File: src/logic/ufs_pkg.sv
// shared constants and types of the serial frame and clock-edge engine
// assumes a single 125 MHz peripheral clock for every user of this package
package ufs_pkg;

	// ----------------------------------------------------------------
	// widths and counts
	// ----------------------------------------------------------------
	localparam int BAUD_W = 12;
	localparam int CHAR_W = 9;
	localparam int CLOCK_PERIOD_NS = 8;
	localparam logic [4:0] OVERSAMPLE_NORMAL = 5'h10;
	localparam logic [4:0] OVERSAMPLE_DOUBLE = 5'h08;
	localparam logic [3:0] SPI_FRAME_BITS = 4'h8;
	localparam logic [3:0] VAR_CHUNK_BITS = 4'h8;
	localparam logic [3:0] CHAR_BITS_MIN = 4'h5;
	localparam logic [3:0] CHAR_BITS_MAX = 4'h9;
	localparam logic [2:0] CHAR_CODE_MAX = 3'h4;

	// ----------------------------------------------------------------
	// line levels and reset values
	// ----------------------------------------------------------------
	localparam logic TXD_IDLE = 1'b1;
	localparam logic START_LEVEL = 1'b0;
	localparam logic STOP_LEVEL = 1'b1;
	localparam logic [BAUD_W-1:0] BAUD_CNT_RESET = 12'h000;
	localparam logic [4:0] PRESC_RESET = 5'h00;
	localparam logic [3:0] BIT_CNT_RESET = 4'h0;
	localparam logic [CHAR_W-1:0] WORD_RESET = 9'h000;

	// ----------------------------------------------------------------
	// enumerations
	// ----------------------------------------------------------------
	typedef enum logic [1:0] {
		MODE_ASYNC = 2'b00,
		MODE_SYNC_MASTER = 2'b01,
		MODE_SYNC_SLAVE = 2'b10,
		MODE_SPI_MASTER = 2'b11
	} ufs_mode_t;

	typedef enum logic [1:0] {
		PARITY_NONE = 2'b00,
		PARITY_RSVD = 2'b01,
		PARITY_EVEN = 2'b10,
		PARITY_ODD = 2'b11
	} ufs_parity_t;

	typedef enum logic [2:0] {
		ST_IDLE = 3'b000,
		ST_START = 3'b001,
		ST_DATA = 3'b010,
		ST_PARITY = 3'b011,
		ST_STOP1 = 3'b100,
		ST_STOP2 = 3'b101
	} ufs_state_t;

endpackage

File: src/logic/ufs_baud.sv
// baud period counter: one-cycle tick every (period + 1) clocks while run
// assumes period is held steady while run is high
`timescale 1ns/1ps
module ufs_baud
	import ufs_pkg::*;
#(
	parameter int WIDTH = BAUD_W
) (
	input wire logic i_clk,
	input wire logic i_rst_n,
	input wire logic i_run,
	input wire logic [WIDTH-1:0] i_period,
	output logic o_tick
);

	logic [WIDTH-1:0] cnt;
	logic [WIDTH-1:0] next_cnt;
	logic tick;
	logic next_tick;

	// ----------------------------------------------------------------
	// divider
	// ----------------------------------------------------------------
	// restarting from zero on every run keeps bit timing aligned to load
	always_comb begin
		next_cnt = cnt;
		next_tick = 1'b0;
		if (!i_run) begin
			next_cnt = '0;
		end else if (cnt == i_period) begin
			next_cnt = '0;
			next_tick = 1'b1;
		end else begin
			next_cnt = cnt + 1'b1;
		end
	end

	always_ff @(posedge i_clk or negedge i_rst_n) begin
		if (!i_rst_n) begin
			cnt <= '0;
			tick <= 1'b0;
		end else begin
			cnt <= next_cnt;
			tick <= next_tick;
		end
	end

	assign o_tick = tick;

endmodule

File: src/logic/ufs_core.sv
// serial transmit frame engine with sync, slave and spi master clocking
// assumes config inputs stay steady while a frame is on the line
// Contract
// - no inversion: change rising, sample falling
// - inversion: change on falling clock edge
// - spi master clock only from baud generator
// - phase zero samples leading, phase one trailing
// - shift and latch on opposite edges
// - 5-9 data bits, parity, 1-2 stops
// - variable length ended by external counter
// - start, data lsb first, parity, stops
// - next start may follow stop directly
// - start low, stops high, idle high
// - even/odd parity from data one count
// - no parity with variable length
// - spi: 8 bits msb/lsb, variable lsb
// - spi frames back to back or idle
// - sync master drives clock pin out
// - enabled transmitter owns transmit pin; code drives it only with one-wire or port output set
// - one-wire pin forced output when enabled
// - clock pin out master, in slave
// - period 0-4095, rate clk/(2(p+1))
`timescale 1ns/1ps
module ufs_core
	import ufs_pkg::*;
(
	input wire logic I_CLOCK,
	input wire logic I_RESETN,
	input wire logic [1:0] I_MODE,
	input wire logic I_CLOCK_PIN_INVERSION,
	input wire logic I_CLOCK_PHASE_SELECT,
	input wire logic I_MSB_FIRST,
	input wire logic [2:0] I_CHAR_SIZE,
	input wire logic [1:0] I_PARITY_MODE,
	input wire logic I_TWO_STOP_BITS,
	input wire logic I_VAR_LENGTH,
	input wire logic I_ONE_WIRE,
	input wire logic I_TX_ENABLE,
	input wire logic I_RX_ENABLE,
	input wire logic I_TX_PORT_OUTPUT,
	input wire logic [BAUD_W-1:0] I_BAUD_PERIOD_SETTING,
	input wire logic I_DOUBLE_SPEED_SELECT,
	input wire logic [CHAR_W-1:0] I_TX_DATA,
	input wire logic I_TX_VALID,
	output logic O_TX_READY,
	output logic O_TX_BUSY,
	input wire logic I_EXTERNAL_BIT_COUNTER_MATCH,
	output logic O_EXTERNAL_BIT_COUNTER_RESTART,
	output logic O_EXTERNAL_BIT_COUNTER_DECREMENT,
	input wire logic I_RXD,
	input wire logic I_TXD_PIN,
	output logic O_TXD,
	output logic O_TXD_OE,
	input wire logic I_TRANSFER_CLOCK_PIN,
	output logic O_TRANSFER_CLOCK_PIN,
	output logic O_TRANSFER_CLOCK_PIN_OE,
	output logic [CHAR_W-1:0] O_RX_DATA,
	output logic O_RX_VALID
);

	// ----------------------------------------------------------------
	// helpers
	// ----------------------------------------------------------------
	function automatic logic [3:0] char_bits(input logic [2:0] code);
		char_bits = (code > CHAR_CODE_MAX) ? CHAR_BITS_MAX :
			CHAR_BITS_MIN + {1'b0, code};
	endfunction

	function automatic logic tx_bit(input ufs_state_t st,
		input logic [CHAR_W-1:0] sh, input logic p, input logic msb);
		case (st)
			ST_START: tx_bit = START_LEVEL;
			ST_DATA: tx_bit = msb ? sh[7] : sh[0];
			ST_PARITY: tx_bit = p;
			default: tx_bit = STOP_LEVEL;
		endcase
	endfunction

	// odd count of ones gives 1 for even parity, 0 for odd parity
	function automatic logic parity_of(input logic [CHAR_W-1:0] d,
		input logic [3:0] n, input logic odd);
		logic acc;
		acc = odd;
		for (int i = 0; i < CHAR_W; i++) begin
			if (4'(i) < n) begin
				acc = acc ^ d[i];
			end
		end
		parity_of = acc;
	endfunction

	// ----------------------------------------------------------------
	// state and events
	// ----------------------------------------------------------------
	ufs_state_t state, next_state;
	logic [CHAR_W-1:0] shift, next_shift, buf_data, next_buf_data;
	logic [CHAR_W-1:0] rx_shift, next_rx_shift, rx_data, next_rx_data;
	logic buf_full, next_buf_full, par, next_par;
	logic raw_clk, next_raw_clk, xck_prev, next_xck_prev;
	logic txd, next_txd, txd_oe, next_txd_oe, transfer_clock_pin, next_xck;
	logic xck_oe, next_xck_oe, tx_ready, next_tx_ready;
	logic busy, next_busy, rx_valid, next_rx_valid;
	logic restart, next_restart, dec, next_dec;
	logic [3:0] bit_cnt, next_bit_cnt;
	logic [4:0] presc, next_presc;

	ufs_mode_t mode;
	ufs_parity_t pmode;
	logic is_master, is_spi, is_async, phase0, lead_change, active;
	logic pin_raw, lead_ev, trail_ev, step, sample_ev, baud_tick;
	logic msb_sel, rx_in;
	logic [4:0] oversample;
	logic [3:0] frame_bits, rx_idx;

	assign mode = ufs_mode_t'(I_MODE);
	assign pmode = ufs_parity_t'(I_PARITY_MODE);
	assign is_master = (mode == MODE_SYNC_MASTER) || (mode == MODE_SPI_MASTER);
	assign is_spi = (mode == MODE_SPI_MASTER);
	assign is_async = (mode == MODE_ASYNC);
	assign phase0 = is_spi && !I_CLOCK_PHASE_SELECT;
	assign lead_change = !is_async && !phase0;
	assign active = (state != ST_IDLE);
	// inversion folded in: slave leading edge is always a rise of pin_raw
	assign pin_raw = I_TRANSFER_CLOCK_PIN ^ I_CLOCK_PIN_INVERSION;
	assign lead_ev = active && (is_master ? (baud_tick && !raw_clk) :
		(mode == MODE_SYNC_SLAVE && pin_raw && !xck_prev));
	assign trail_ev = active && (is_master ? (baud_tick && raw_clk) :
		(mode == MODE_SYNC_SLAVE && !pin_raw && xck_prev));
	assign oversample = I_DOUBLE_SPEED_SELECT ? OVERSAMPLE_DOUBLE :
		OVERSAMPLE_NORMAL;
	assign step = is_async ?
		(active && baud_tick && presc == oversample - 5'h01) : trail_ev;
	// sample on the edge opposite the data change
	assign sample_ev = I_RX_ENABLE && state == ST_DATA &&
		(phase0 ? lead_ev : trail_ev);
	assign msb_sel = is_spi && I_MSB_FIRST && !I_VAR_LENGTH;
	assign frame_bits = is_spi ? SPI_FRAME_BITS : char_bits(I_CHAR_SIZE);
	assign rx_idx = msb_sel ? (4'h7 - bit_cnt) : bit_cnt;
	assign rx_in = I_ONE_WIRE ? I_TXD_PIN : I_RXD;

	// master clock comes only from the internal divider
	ufs_baud #(
		.WIDTH(BAUD_W)
	) u_baud (
		.i_clk(I_CLOCK),
		.i_rst_n(I_RESETN),
		.i_run(active),
		.i_period(I_BAUD_PERIOD_SETTING),
		.o_tick(baud_tick)
	);

	// ----------------------------------------------------------------
	// next values
	// ----------------------------------------------------------------
	always_comb begin
		logic load, data_done, frame_end, emit;
		load = 1'b0;
		data_done = 1'b0;
		frame_end = 1'b0;
		emit = 1'b0;
		next_state = state;
		next_shift = shift;
		next_buf_data = buf_data;
		next_buf_full = buf_full;
		next_par = par;
		next_bit_cnt = bit_cnt;
		next_rx_shift = rx_shift;
		next_rx_data = rx_data;
		next_rx_valid = 1'b0;
		next_restart = 1'b0;
		next_dec = 1'b0;
		next_presc = presc;
		next_xck_prev = pin_raw;
		next_raw_clk = raw_clk;
		if (I_TX_VALID && tx_ready) begin
			next_buf_full = 1'b1;
			next_buf_data = I_TX_DATA;
		end
		if (!is_master) begin
			next_raw_clk = 1'b0;
		end else if (active && baud_tick) begin
			next_raw_clk = !raw_clk;
		end
		if (!active) begin
			next_presc = PRESC_RESET;
		end else if (is_async && baud_tick) begin
			next_presc = (presc == oversample - 5'h01) ? PRESC_RESET :
				presc + 5'h01;
		end
		if (sample_ev) begin
			next_rx_shift[rx_idx] = rx_in;
		end
		if (state == ST_IDLE) begin
			load = buf_full && I_TX_ENABLE;
		end else if (step) begin
			case (state)
				ST_START: begin
					next_state = ST_DATA;
					next_bit_cnt = BIT_CNT_RESET;
				end
				ST_DATA: begin
					next_bit_cnt = bit_cnt + 4'h1;
					next_shift = msb_sel ? {shift[7:0], 1'b0} : shift >> 1;
					if (I_VAR_LENGTH) begin
						next_dec = 1'b1;
					end
					if (I_VAR_LENGTH && I_EXTERNAL_BIT_COUNTER_MATCH) begin
						data_done = 1'b1;
					end else if (I_VAR_LENGTH &&
						bit_cnt == VAR_CHUNK_BITS - 4'h1) begin
						emit = 1'b1;
						next_bit_cnt = BIT_CNT_RESET;
						if (buf_full) begin
							next_shift = buf_data;
							next_buf_full = 1'b0;
						end else begin
							// no data and no match: frame is abandoned
							next_state = ST_IDLE;
						end
					end else if (!I_VAR_LENGTH &&
						bit_cnt == frame_bits - 4'h1) begin
						data_done = 1'b1;
					end
					if (data_done) begin
						emit = 1'b1;
						if (is_spi) begin
							frame_end = 1'b1;
						end else if (!I_VAR_LENGTH && (pmode == PARITY_EVEN ||
							pmode == PARITY_ODD)) begin
							next_state = ST_PARITY;
						end else begin
							next_state = ST_STOP1;
						end
					end
				end
				ST_PARITY: next_state = ST_STOP1;
				ST_STOP1: begin
					if (I_TWO_STOP_BITS) begin
						next_state = ST_STOP2;
					end else begin
						frame_end = 1'b1;
					end
				end
				default: frame_end = 1'b1;
			endcase
		end
		if (frame_end) begin
			load = buf_full && I_TX_ENABLE;
			if (!load) begin
				next_state = ST_IDLE;
			end
		end
		if (emit && I_RX_ENABLE) begin
			next_rx_data = next_rx_shift;
			next_rx_valid = 1'b1;
			next_rx_shift = WORD_RESET;
		end
		if (load) begin
			next_shift = buf_data;
			next_buf_full = 1'b0;
			next_par = parity_of(buf_data, frame_bits,
				pmode == PARITY_ODD);
			next_state = is_spi ? ST_DATA : ST_START;
			next_bit_cnt = BIT_CNT_RESET;
			next_restart = I_VAR_LENGTH;
		end
		if (next_state == ST_IDLE) begin
			next_txd = TXD_IDLE;
		end else if (!lead_change) begin
			next_txd = tx_bit(next_state, next_shift, next_par, msb_sel);
		end else if (lead_ev) begin
			// change on leading edge: rising, or falling when inverted
			next_txd = tx_bit(state, shift, par, msb_sel);
		end else begin
			next_txd = txd;
		end
		next_txd_oe = (I_TX_ENABLE || active) &&
			(I_ONE_WIRE || I_TX_PORT_OUTPUT);
		next_xck_oe = is_master;
		next_xck = is_master && (next_raw_clk ^ I_CLOCK_PIN_INVERSION);
		next_tx_ready = !next_buf_full;
		next_busy = (next_state != ST_IDLE) || next_buf_full;
	end

	always_ff @(posedge I_CLOCK or negedge I_RESETN) begin
		if (!I_RESETN) begin
			state <= ST_IDLE;
			shift <= WORD_RESET;
			buf_data <= WORD_RESET;
			buf_full <= 1'b0;
			par <= 1'b0;
			bit_cnt <= BIT_CNT_RESET;
			rx_shift <= WORD_RESET;
			rx_data <= WORD_RESET;
			rx_valid <= 1'b0;
			restart <= 1'b0;
			dec <= 1'b0;
			presc <= PRESC_RESET;
			xck_prev <= 1'b0;
			raw_clk <= 1'b0;
			txd <= TXD_IDLE;
			txd_oe <= 1'b0;
			transfer_clock_pin <= 1'b0;
			xck_oe <= 1'b0;
			tx_ready <= 1'b0;
			busy <= 1'b0;
		end else begin
			state <= next_state;
			shift <= next_shift;
			buf_data <= next_buf_data;
			buf_full <= next_buf_full;
			par <= next_par;
			bit_cnt <= next_bit_cnt;
			rx_shift <= next_rx_shift;
			rx_data <= next_rx_data;
			rx_valid <= next_rx_valid;
			restart <= next_restart;
			dec <= next_dec;
			presc <= next_presc;
			xck_prev <= next_xck_prev;
			raw_clk <= next_raw_clk;
			txd <= next_txd;
			txd_oe <= next_txd_oe;
			transfer_clock_pin <= next_xck;
			xck_oe <= next_xck_oe;
			tx_ready <= next_tx_ready;
			busy <= next_busy;
		end
	end

	assign O_TXD = txd;
	assign O_TXD_OE = txd_oe;
	assign O_TRANSFER_CLOCK_PIN = transfer_clock_pin;
	assign O_TRANSFER_CLOCK_PIN_OE = xck_oe;
	assign O_TX_READY = tx_ready;
	assign O_TX_BUSY = busy;
	assign O_RX_DATA = rx_data;
	assign O_RX_VALID = rx_valid;
	assign O_EXTERNAL_BIT_COUNTER_RESTART = restart;
	assign O_EXTERNAL_BIT_COUNTER_DECREMENT = dec;
endmodule

File: config.mk
export PLATFORM = sky130hd
export DESIGN_NAME = ufs_core
export DESIGN_NICKNAME = d
export VERILOG_FILES = /design/src/logic/ufs_pkg.sv /design/src/logic/ufs_baud.sv /design/src/logic/ufs_core.sv
export SDC_FILE = /design/constraint.sdc
export NUM_CORES = 1
export LEC_CHECK = 0
export CAP_MARGIN = 15
export CELL_PAD_IN_SITES_DETAIL_PLACEMENT = 0
export CELL_PAD_IN_SITES_GLOBAL_PLACEMENT = 1
export CORE_ASPECT_RATIO = 1.75
export CORE_MARGIN = 5
export CORE_UTILIZATION = 44
export DETAILED_ROUTE_END_ITERATION = 16
export DONT_BUFFER_PORTS = 1
export HOLD_SLACK_MARGIN = 0.15
export PLACE_DENSITY = 0.75
export SYNTH_ARGS = -nofsm -noshare
export SYNTH_HDL_FRONTEND = slang
export SYNTH_HIERARCHICAL = 1
export SYNTH_SLANG_ARGS = --single-unit
export TNS_END_PERCENT = 10
File: constraint.sdc
create_clock -name I_CLOCK -period 2.8 [get_ports I_CLOCK]
set_input_delay 0.7 -clock I_CLOCK [delete_from_list [all_inputs] [get_ports I_CLOCK]]
set_output_delay 0.7 -clock I_CLOCK [all_outputs]
set_load 0.01 [all_outputs]
==> results of run 1 <==
final cells by class:
cell class,instances,area [um2],share of cell area [%]
inverter,19,88.8,1.57
tap,127,159,2.81
multi-input combinational,380,2740,48.3
clock inverter,4,97.6,1.72
sequential,74,1850,32.8
clock buffer,12,256,4.53
timing repair buffer,57,468,8.27
cells in the mapped netlist, types with 3 or more instances:
library cell,count,share of area [%]
a31oi_1,3,0.41
or3_1,3,0.41
nand2_1,50,4.1
xor2_1,7,1.3
o211ai_1,5,0.82
and2_1,6,0.82
ha_1,9,2.5
a21oi_1,26,2.8
nor2b_1,8,1.1
mux2i_1,18,3.9
clkbuf_1,10,0.82
inv_1,18,1.5
a21boi_0,3,0.49
dfrtp_1,73,40
o21bai_1,3,0.49
nor2_1,57,4.7
xnor2_1,28,5.3
o21ai_1,4,0.44
and3_1,6,0.82
nand4_1,5,0.68
nand2b_1,4,0.54
nor3_1,20,2.2
buf_2,6,0.65
buf_6,4,0.98
o21ai_0,17,1.9
nand3_1,16,1.7
nor3b_1,5,0.82
a211o_1,3,0.57
o21a_1,3,0.49
a22o_1,3,0.57
o2111ai_1,5,0.95
mux2_2,11,2.7
kinds of logic after synthesis:
logic type	count (synthesis)
AOI/OAI and AO/OA	112
xor gates and xnor gates	35
DFF	74
adders and majority gates	9
and+or+nand+nor	194
muxes	30
buffers and inverters	40
layer usage:
| metal | vias to the layer above | wire length [um] |
|---|---|---|
| met3 | 34 | 582 |
| met1 | 1811 | 4490 |
| met4 | 0 | 418 |
| li1 | 1852 | - |
| met2 | 82 | 6870 |
| met5 | - | 0 |
per-stage QoR:
stage	cells	hold slack, ps	setup slack, ps
floorplan	494	404	-566
global placement	651	406	-556
detailed placement	651	406	-622
CTS	672	196	-269
global route	673	192	-309
finish	673	207	-250
critical path: stages:
cell and delay [ps]:
inv_6 20, ha_4 140, nand2b_4 150, a21oi_4 130, inv_2 70, ha_4 260
xnor2_4 180, nor3b_2 60, mux2_4 290, o2111ai_4 130, buf_6 140, a21oi_4 60
buf_6 130, o2bb2ai_2 110, a22o_1 280, o221a_1 220, a211o_1 250
repair_timing:
action                                  CTS  global route
resized for setup                        14            10
hold buffers                              1             0
setup buffers                             4             1
endpoints found under the setup margin    5            12
endpoints found under the hold margin    73             0
pin swaps                                12            11
flip-flops by register name, summed over array words and instances, names as in the netlist, 3 cells and up:
register	flops
buf_data	9
state	3
shift	9
bit_cnt	4
presc	5
rx_shift	9
O_RX_DATA	9
u_baud/cnt	12
worst paths after layout:
kind,start,to,slack (ps),depth (start not counted)
max,I_CHAR_SIZE[1],O_TXD,-250,17
min in group I_CLOCK,I_MODE[0],O_TRANSFER_CLOCK_PIN_OE,400,0
min reg2reg,rx_shift[4],rx_shift[4],520,2
min,I_RESETN,O_TXD,210,0
max reg2reg,state[0],O_TXD,190,10
max in group asynchronous,I_RESETN,bit_cnt[2],2240,1
where the power goes:
| group | total (W) | switching (W) | internal (W) |
|---|---|---|---|
| registers | 0.00164 | 0.000303 | 0.00133 |
| logic | 0.00176 | 0.000907 | 0.000853 |
| clock network | 0.00136 | 0.000442 | 0.000919 |
==> results.yml, run 1 <==
run_status:
  status: "finished, violations left"
  failed_checks: "negative setup slack"
placement:
  place_congestion: 0.884
  io_buffers: 0
  dpl_cell_area_um2: 5120
  dp_hpwl_um: 9450
global_routing:
  grt_start_max_net_pins: 74
  grt_pass1_wl_um: 20300
  use_met2_pct: 36.6
  met3_usage_pct: 4.48
  met1_usage_pct: 21.9
  track_usage_pct: 20.4
  top_usage_layer: "met2"
  overflow: 0
  grt_pass1_vias: 4072
  antenna_found_initial: 0
route:
  drc: 0
  wl_per_cell_um: 18.4
  drt-total-wl_um: 12400
  avgViaCountPerCell: 5.62
  drt_iter0_drc: 216
  ant_nets: 0
  drt_first_pass_iters: 4
  vias: 3779
timing:
  slew_headroom_pct: 65.2
  final-setup-viol-count: 5
  period_share_pct: 109
  max_freq_ghz: 0.328
  hold_viol_final: 0
  rsz0062_at_grt: "true"
  worstMarginPinSlew_ps: 518
  period_minus_slack_ps: 3050
  finalClockSkew_ps: 9.30
  setup_tns_ps: -794
  fin_ws_ps: -250
  slew_viol_final: 0
final_layout:
  drive_gt1_share_pct: 24.0
  nets: 595
  fin_util_pct: 55.3
  final_common_cell: "dfrtp_1"
  layout_common_cells: "dfrtp_1 (73), nor2_1 (56), buf_4 (53), nand2_1 (50), a21oi_1 (26)"
  nFillCells: 899
  fin_area_um2: 5660
  syn_to_final_growth_pct: 23.1
  diodes: 0
synth:
  synthMuxAreaShare_pct: 6.94
  synth-xor-area-share_pct: 6.67
  synth-seq-cells: 74
  syn_area_um2: 4600
  syn_avg_cell_area_um2: 9.30
  synth_warnings: 6
  synthAdderAreaFrac_pct: 2.45
  synth-compound-area-share_pct: 18.7
  synth_nets: 548
  synth-simple-area-share_pct: 20.8
  ys_types: 80
  ys_async_sr_fraction_pct: 100
  synth_top_family_by_area: "simple AND/OR/NAND/NOR gates"
  synth_edf_count: 0
  ys.flop_type: "dfrtp_1"
  synthCells: 494
  yosysSeqAreaShare_pct: 40.3
critical_path:
  worstPathRequired_ps: 3060
  crit_type: "in2reg"
  cp.arrival_ps: 3310
  worst_setup_path_end_kind: "flip-flop"
  worstPathMaxFanout: 7
  critPathLaunchType: "input pin"
flow_run:
  max-cap-violations: 0
die:
  core_um2: 10200
  die_w_um: 87.3
  die_area_um2: 12700
  initial_core_util_pct: 44.9
  core.rowCount: 49
  die_h_um: 145
  io_pins: 63
clocking:
  cts_tree: "yes"
  cts.sinks: 74
  clock_tree.buffer_depth: 2
  clock-root-buffer: "clkbuf_16"
  cts_buffers: 9
  clkTransAtPathRegs_ps: 60
  h-tree-depth: 3
  clock_latency_ps: 340
worst_hold_path:
  hp-class: "in2async"
pwr:
  p_per_area_nw_per_um2: 841
  leakage_nw: 2.40
  finalPower_w: 0.00476
  irDropWorstVdd_mv: 0.580
(Power assumes the default switching activity.)
==> run 2, diff against run 1 <==
- ABC_AREA: not set -> 1
- CAP_MARGIN: 15 -> not set
- CORE_MARGIN: 5 -> not set
- CORE_UTILIZATION: 44 -> 42
==> results.yml, run 2 <==
global_routing:
  overflow: 0
  track_usage_pct: 22.4
  grt_pass1_vias: 4116
  grt_start_max_net_pins: 74
  antenna_found_initial: 0
  grt_pass1_wl_um: 19400
timing:
  setup_tns_ps: 0
  hold_viol_final: 0
  period_share_pct: 90.9
  period_minus_slack_ps: 2550
  final-setup-viol-count: 0
  fin_ws_ps: 254
  slew_headroom_pct: 52.3
  max_freq_ghz: 0.393
  rsz0062_at_grt: "false"
  slew_viol_final: 0
  finalClockSkew_ps: 6.37
  worstMarginPinSlew_ps: 708
placement:
  pre_cts_ws_ps: -237
  place_congestion: 0.870
  dp.cells: 784
  io_buffers: 0
  dpl_cell_area_um2: 5010
  dp_hpwl_um: 9310
critical_path:
  crit_type: "in2reg"
  cp_top_family: "simple AND/OR/NAND/NOR gates"
  cp_slowest_cell: "ha_4"
  worstPathRequired_ps: 3080
  worstPathMaxFanout: 4
  critPathLaunchType: "input pin"
  path_buf_inv: 4
  crit_start: "I_CHAR_SIZE[1]"
  rr_startpoint: "state[0]"
  critPathMaxStageDelay_ps: 220
  cp.arrival_ps: 2820
  crit_chain: "inv_2 -> ha_4 -> inv_2 -> nand2_4 -> nand2_4 -> nand2_4 -> ha_4 -> xnor2_2 -> nor2_1 -> nand3_1 -> nor2_2 -> nand2_2 -> buf_4 -> nand3_1 -> nand3_1 -> nand2_1 -> nand3_1 -> nand2_4 -> inv_1 -> nand2_1 -> nand3_1 -> nand2_1 -> nand2_1 -> nand2_1"
  worst_setup_path_end_kind: "flip-flop"
clocking:
  cts_tree: "yes"
  cts_buffers: 9
  clkTransAtPathRegs_ps: 60
  h-tree-depth: 3
  clock_tree.buffer_depth: 2
  clock_latency_ps: 330
  clock-root-buffer: "clkbuf_16"
  cts.sinks: 74
final_layout:
  syn_to_final_growth_pct: 15.4
  largest_register_ffs: 12
  fin_cells: 801
  drive_gt1_share_pct: 15.5
  nets: 720
  final_common_cell: "nand2_1"
  diodes: 0
  max_flop_register: "u_baud/cnt"
  fin_area_um2: 5410
  layout_common_cells: "nand2_1 (180), inv_1 (85), dfrtp_1 (73), nor2_1 (59), nand3_1 (50)"
  fin_util_pct: 50.3
route:
  vias: 4091
  avgViaCountPerCell: 5.11
  drt_first_pass_iters: 4
  ant_nets: 0
  drt_iter0_drc: 125
  wl_per_cell_um: 15.0
  drc: 0
  drt-total-wl_um: 12000
worst_hold_path:
  hp-class: "in2async"
pwr:
  leakage_nw: 2.79
  irDropWorstVdd_mv: 0.479
  p_per_area_nw_per_um2: 847
synth:
  synth_edf_count: 0
  yosysSeqAreaShare_pct: 39.5
  syn_area_um2: 4690
  synth_warnings: 6
  yosysMostFrequentCell: "nand2_1"
  yosys-top-cells-area: "dfrtp_1 (39%), nand2_1 (15%), inv_1 (7.0%), nand3_1 (5.3%), nor2_1 (4.7%)"
  ys_top_cells_by_count: "nand2_1 (184), inv_1 (88), dfrtp_1 (73)"
  synthCells: 636
  synth_top_area_share_pct: 38.9
  ys.flop_type: "dfrtp_1"
  synth-seq-cells: 74
  synth_top_cell_by_area: "dfrtp_1"
  synth_nets: 690
  ys_async_sr_fraction_pct: 100
  syn_avg_cell_area_um2: 7.38
  ys_types: 40
die:
  core.rowCount: 50
  core_um2: 10800
  die_area_um2: 11600
  die_h_um: 142
  io_pins: 63
  initial_core_util_pct: 43.6
  die_w_um: 81.9
flow_run:
  max-cap-violations: 0
run_status:
  status: "complete, no violations"
-- run 2: area by class of cell --
cell class	instances	area, um2
repair buffers	30	245
clock inverters	6	65.1
inverters	92	348
multi-input cells	459	2500
well taps	130	163
clock buffers	10	239
flip-flops and latches	74	1850
fillers	1068	5350
-- run 2: timing repair --
item / CTS / global route
setup endpoints to repair: 0 / 15
hold endpoints to repair: 73 / 0
hold buffers: 1 / 0
setup buffers: 0 / 1
resized for setup: 0 / 16
-- run 2: per-layer routing --
layer / global-route usage, % / wire length [um] / vias up
met5: 0 / 0 / -
met4: 13.5 / 582 / 0
met3: 4.44 / 475 / 26
met2: 41.1 / 6660 / 90
met1: 22.2 / 4300 / 1887
li1: - / - / 2088
-- run 2: logic make-up after synthesis --
kind of cell,share of synthesized area (%)
flops,39.5
mux,3.17
simple gates,33.1
buf+inv,9.09
fa+ha+maj,2.40
xor+xnor,3.36
compound gates,9.33
-- run 2: stage by stage --
stage	hold WS (ps)	power [W]
final	208	0.00458
after global routing	194	0.00494
after CTS	201	0.00459
after detailed placement	406	0.00338
after global placement	406	0.00334
after floorplan	404	0.00290
-- run 2: power breakdown --
group	total (W)	internal [W]	switching, W	leakage (nW)
Sequential	0.00167	0.00137	0.000295	0.959
Clock	0.00116	0.000715	0.000442	0.149
Combinational	0.00176	0.000687	0.00107	1.68
Total	0.00458	0.00277	0.00181	2.79
-- run 2: path summary, 6_finish.rpt --
path	to	slack (ps)	cells after the start
min	O_TXD	210	0
min reg2reg	u_baud/cnt[0]	520	1
max	O_TXD	250	24
max in group asynchronous	shift[3]	2230	1
max reg2reg	O_RX_DATA[6]	460	11
min in group I_CLOCK	O_TRANSFER_CLOCK_PIN_OE	390	0
==> run 3, diff against run 2 <==
- REMOVE_ABC_BUFFERS: not set -> 1
==> results.yml, run 3 (synthesis results as in run 2) <==
run_status:
  status: "complete, no violations"
global_routing:
  grt_start_max_net_pins: 74
  overflow: 0
  use_met2_pct: 41.0
  antenna_found_initial: 0
  grt_pass1_vias: 4139
  top_usage_layer: "met2"
  met1_usage_pct: 22.1
  track_usage_pct: 22.1
  met3_usage_pct: 4.18
  grt_pass1_wl_um: 19200
final_layout:
  nets: 723
  largest_register_ffs: 12
  fin_area_um2: 5460
  layout_common_cells: "nand2_1 (178), inv_1 (84), dfrtp_1 (73), nor2_1 (57), nand3_1 (47)"
  diodes: 0
  syn_to_final_growth_pct: 16.4
  final_common_cell: "nand2_1"
  max_flop_register: "u_baud/cnt"
  drive_gt1_share_pct: 17.2
critical_path:
  critPathMaxStageDelay_ps: 250
  worst_setup_path_end_kind: "flip-flop"
  cp.arrival_ps: 2930
  crit_type: "in2reg"
  crit_chain: "inv_4 -> ha_4 -> inv_2 -> nand2_2 -> buf_6 -> nand3_4 -> ha_4 -> xnor2_1 -> nor2_1 -> nand3_1 -> nor2_2 -> nand2_2 -> nand2_4 -> nand2_2 -> nand2_1 -> nand3_1 -> o21ai_1 -> nand2_1 -> a21oi_2 -> inv_1 -> a21oi_2 -> nand2_1"
  worstPathRequired_ps: 3060
  worstPathMaxFanout: 4
  cp_slowest_cell: "ha_4"
  critPathLaunchType: "input pin"
pwr:
  seqPwrFrac_pct: 37.0
  internal-power_w: 0.00270
  power_frac_comb_pct: 40.0
  irDropWorstVdd_mv: 0.472
  switchingPower_w: 0.00185
  p_per_area_nw_per_um2: 835
  p_clk_share_pct: 23.1
  power_switching_share_pct: 40.6
  leakage_nw: 2.83
die:
  die_area_um2: 11600
  die_w_um: 81.9
  io_pins: 63
  core_um2: 10800
  initial_core_util_pct: 43.6
  core.rowCount: 50
  die_h_um: 142
clocking:
  cts.sinks: 74
  cts_buffers: 9
  clock_tree.buffer_depth: 2
  clock_latency_ps: 330
  cts_tree: "yes"
  clkTransAtPathRegs_ps: 60
  h-tree-depth: 3
  clock-root-buffer: "clkbuf_16"
route:
  drt_first_pass_iters: 4
  drc: 0
  vias: 4121
  drt-total-wl_um: 12000
  avgViaCountPerCell: 5.13
  ant_nets: 0
  drt_iter0_drc: 193
  wl_per_cell_um: 14.9
timing:
  worstMarginPinSlew_ps: 666
  hold_viol_final: 0
  final-setup-viol-count: 0
  hold_slack_ps: 208
  period_minus_slack_ps: 2670
  slew_headroom_pct: 55.1
  slew_viol_final: 0
  max_freq_ghz: 0.375
  rsz0062_at_grt: "false"
  finalClockSkew_ps: 5.82
  period_share_pct: 95.2
flow_run:
  max-cap-violations: 0
placement:
  place_congestion: 0.849
  dp_hpwl_um: 9190
  dpl_cell_area_um2: 4980
  io_buffers: 0
worst_hold_path:
  hp-class: "in2async"
==> run 3: cell types whose count changed in the layout (fill, tap and decap cells not counted), moves of 2 or more <==
| cell | before | now |
|---|---|---|
| nand2_1 | 180 | 178 |
| o21ai_0 | 31 | 29 |
| nand3_1 | 50 | 47 |
| nor2_2 | 5 | 7 |
| nor2_1 | 59 | 57 |
| nand3_2 | 2 | 5 |
| nand2_2 | 10 | 12 |
==> run 3: critical path: cells and delay by family <==
family / cells / cell delay [ps]
adders and majority gates: 2 / 380
and+or+nand+nor: 12 / 970
xor gates and xnor gates: 1 / 110
AOI/OAI and AO/OA: 3 / 470
buffers and inverters: 4 / 290
==> run 3: power groups by stage <==
stage	clock network [W]	logic (W)	registers (W)
final	0.00105	0.00182	0.00168
after global routing	0.00112	0.00207	0.00173
after CTS	0.00108	0.00171	0.00167
after detailed placement	0	0.00167	0.00169
after global placement	0	0.00163	0.00168
after floorplan	0	0.00126	0.00160
==> run 3: through the flow <==
stage                     setup WS (ps)  TNS [ps]  cells  utilization (%)  power (W)
after detailed placement           -233     -2800    781             46.3    0.00336
after global routing               2.20         0    804             50.7    0.00491
after floorplan                    -186      -561    625                -    0.00286
after CTS                           102         0    798             49.1    0.00446
after global placement             -184     -1710    781             46.3    0.00332
final                               134         0    804             50.7    0.00456
==> run 3: area by class of cell <==
cell class	instances	area, um2
Fill cell	1101	5300
Multi-Input combinational cell	460	2540
Sequential cell	74	1850
Inverter	92	350
Timing Repair Buffer	32	277
Clock buffer	11	243
Tap cell	130	163
Clock inverter	5	30.0
==> run 3: worst paths after layout <==
check / from / to / slack (ps) / cells after the start
worst min register to register: u_baud/cnt[0] / u_baud/cnt[0] / 510 / 1
worst max register to register: bit_cnt[2] / O_TXD / 310 / 14
worst max-delay path: I_CHAR_SIZE[1] / O_TXD / 130 / 22
min in group I_CLOCK: I_MODE[0] / O_TRANSFER_CLOCK_PIN_OE / 390 / 0
worst min-delay path: I_RESETN / O_TXD / 210 / 0
max in group asynchronous: I_RESETN / u_baud/cnt[9] / 2200 / 1
==> run 3: metal layers <==
layer  wire [um]  vias to the layer above
met5           0                        -
met1        4430                     1922
met3         398                       27
met2        6570                       82
met4         582                        0
li1            -                     2090
==> run 3: timing repair <==
item / CTS / global route
hold endpoints to repair: 73 / 0
buffers inserted: 0 / 6
endpoints found under the setup margin: 0 / 15
hold buffers: 1 / 0
resized for setup: 0 / 35
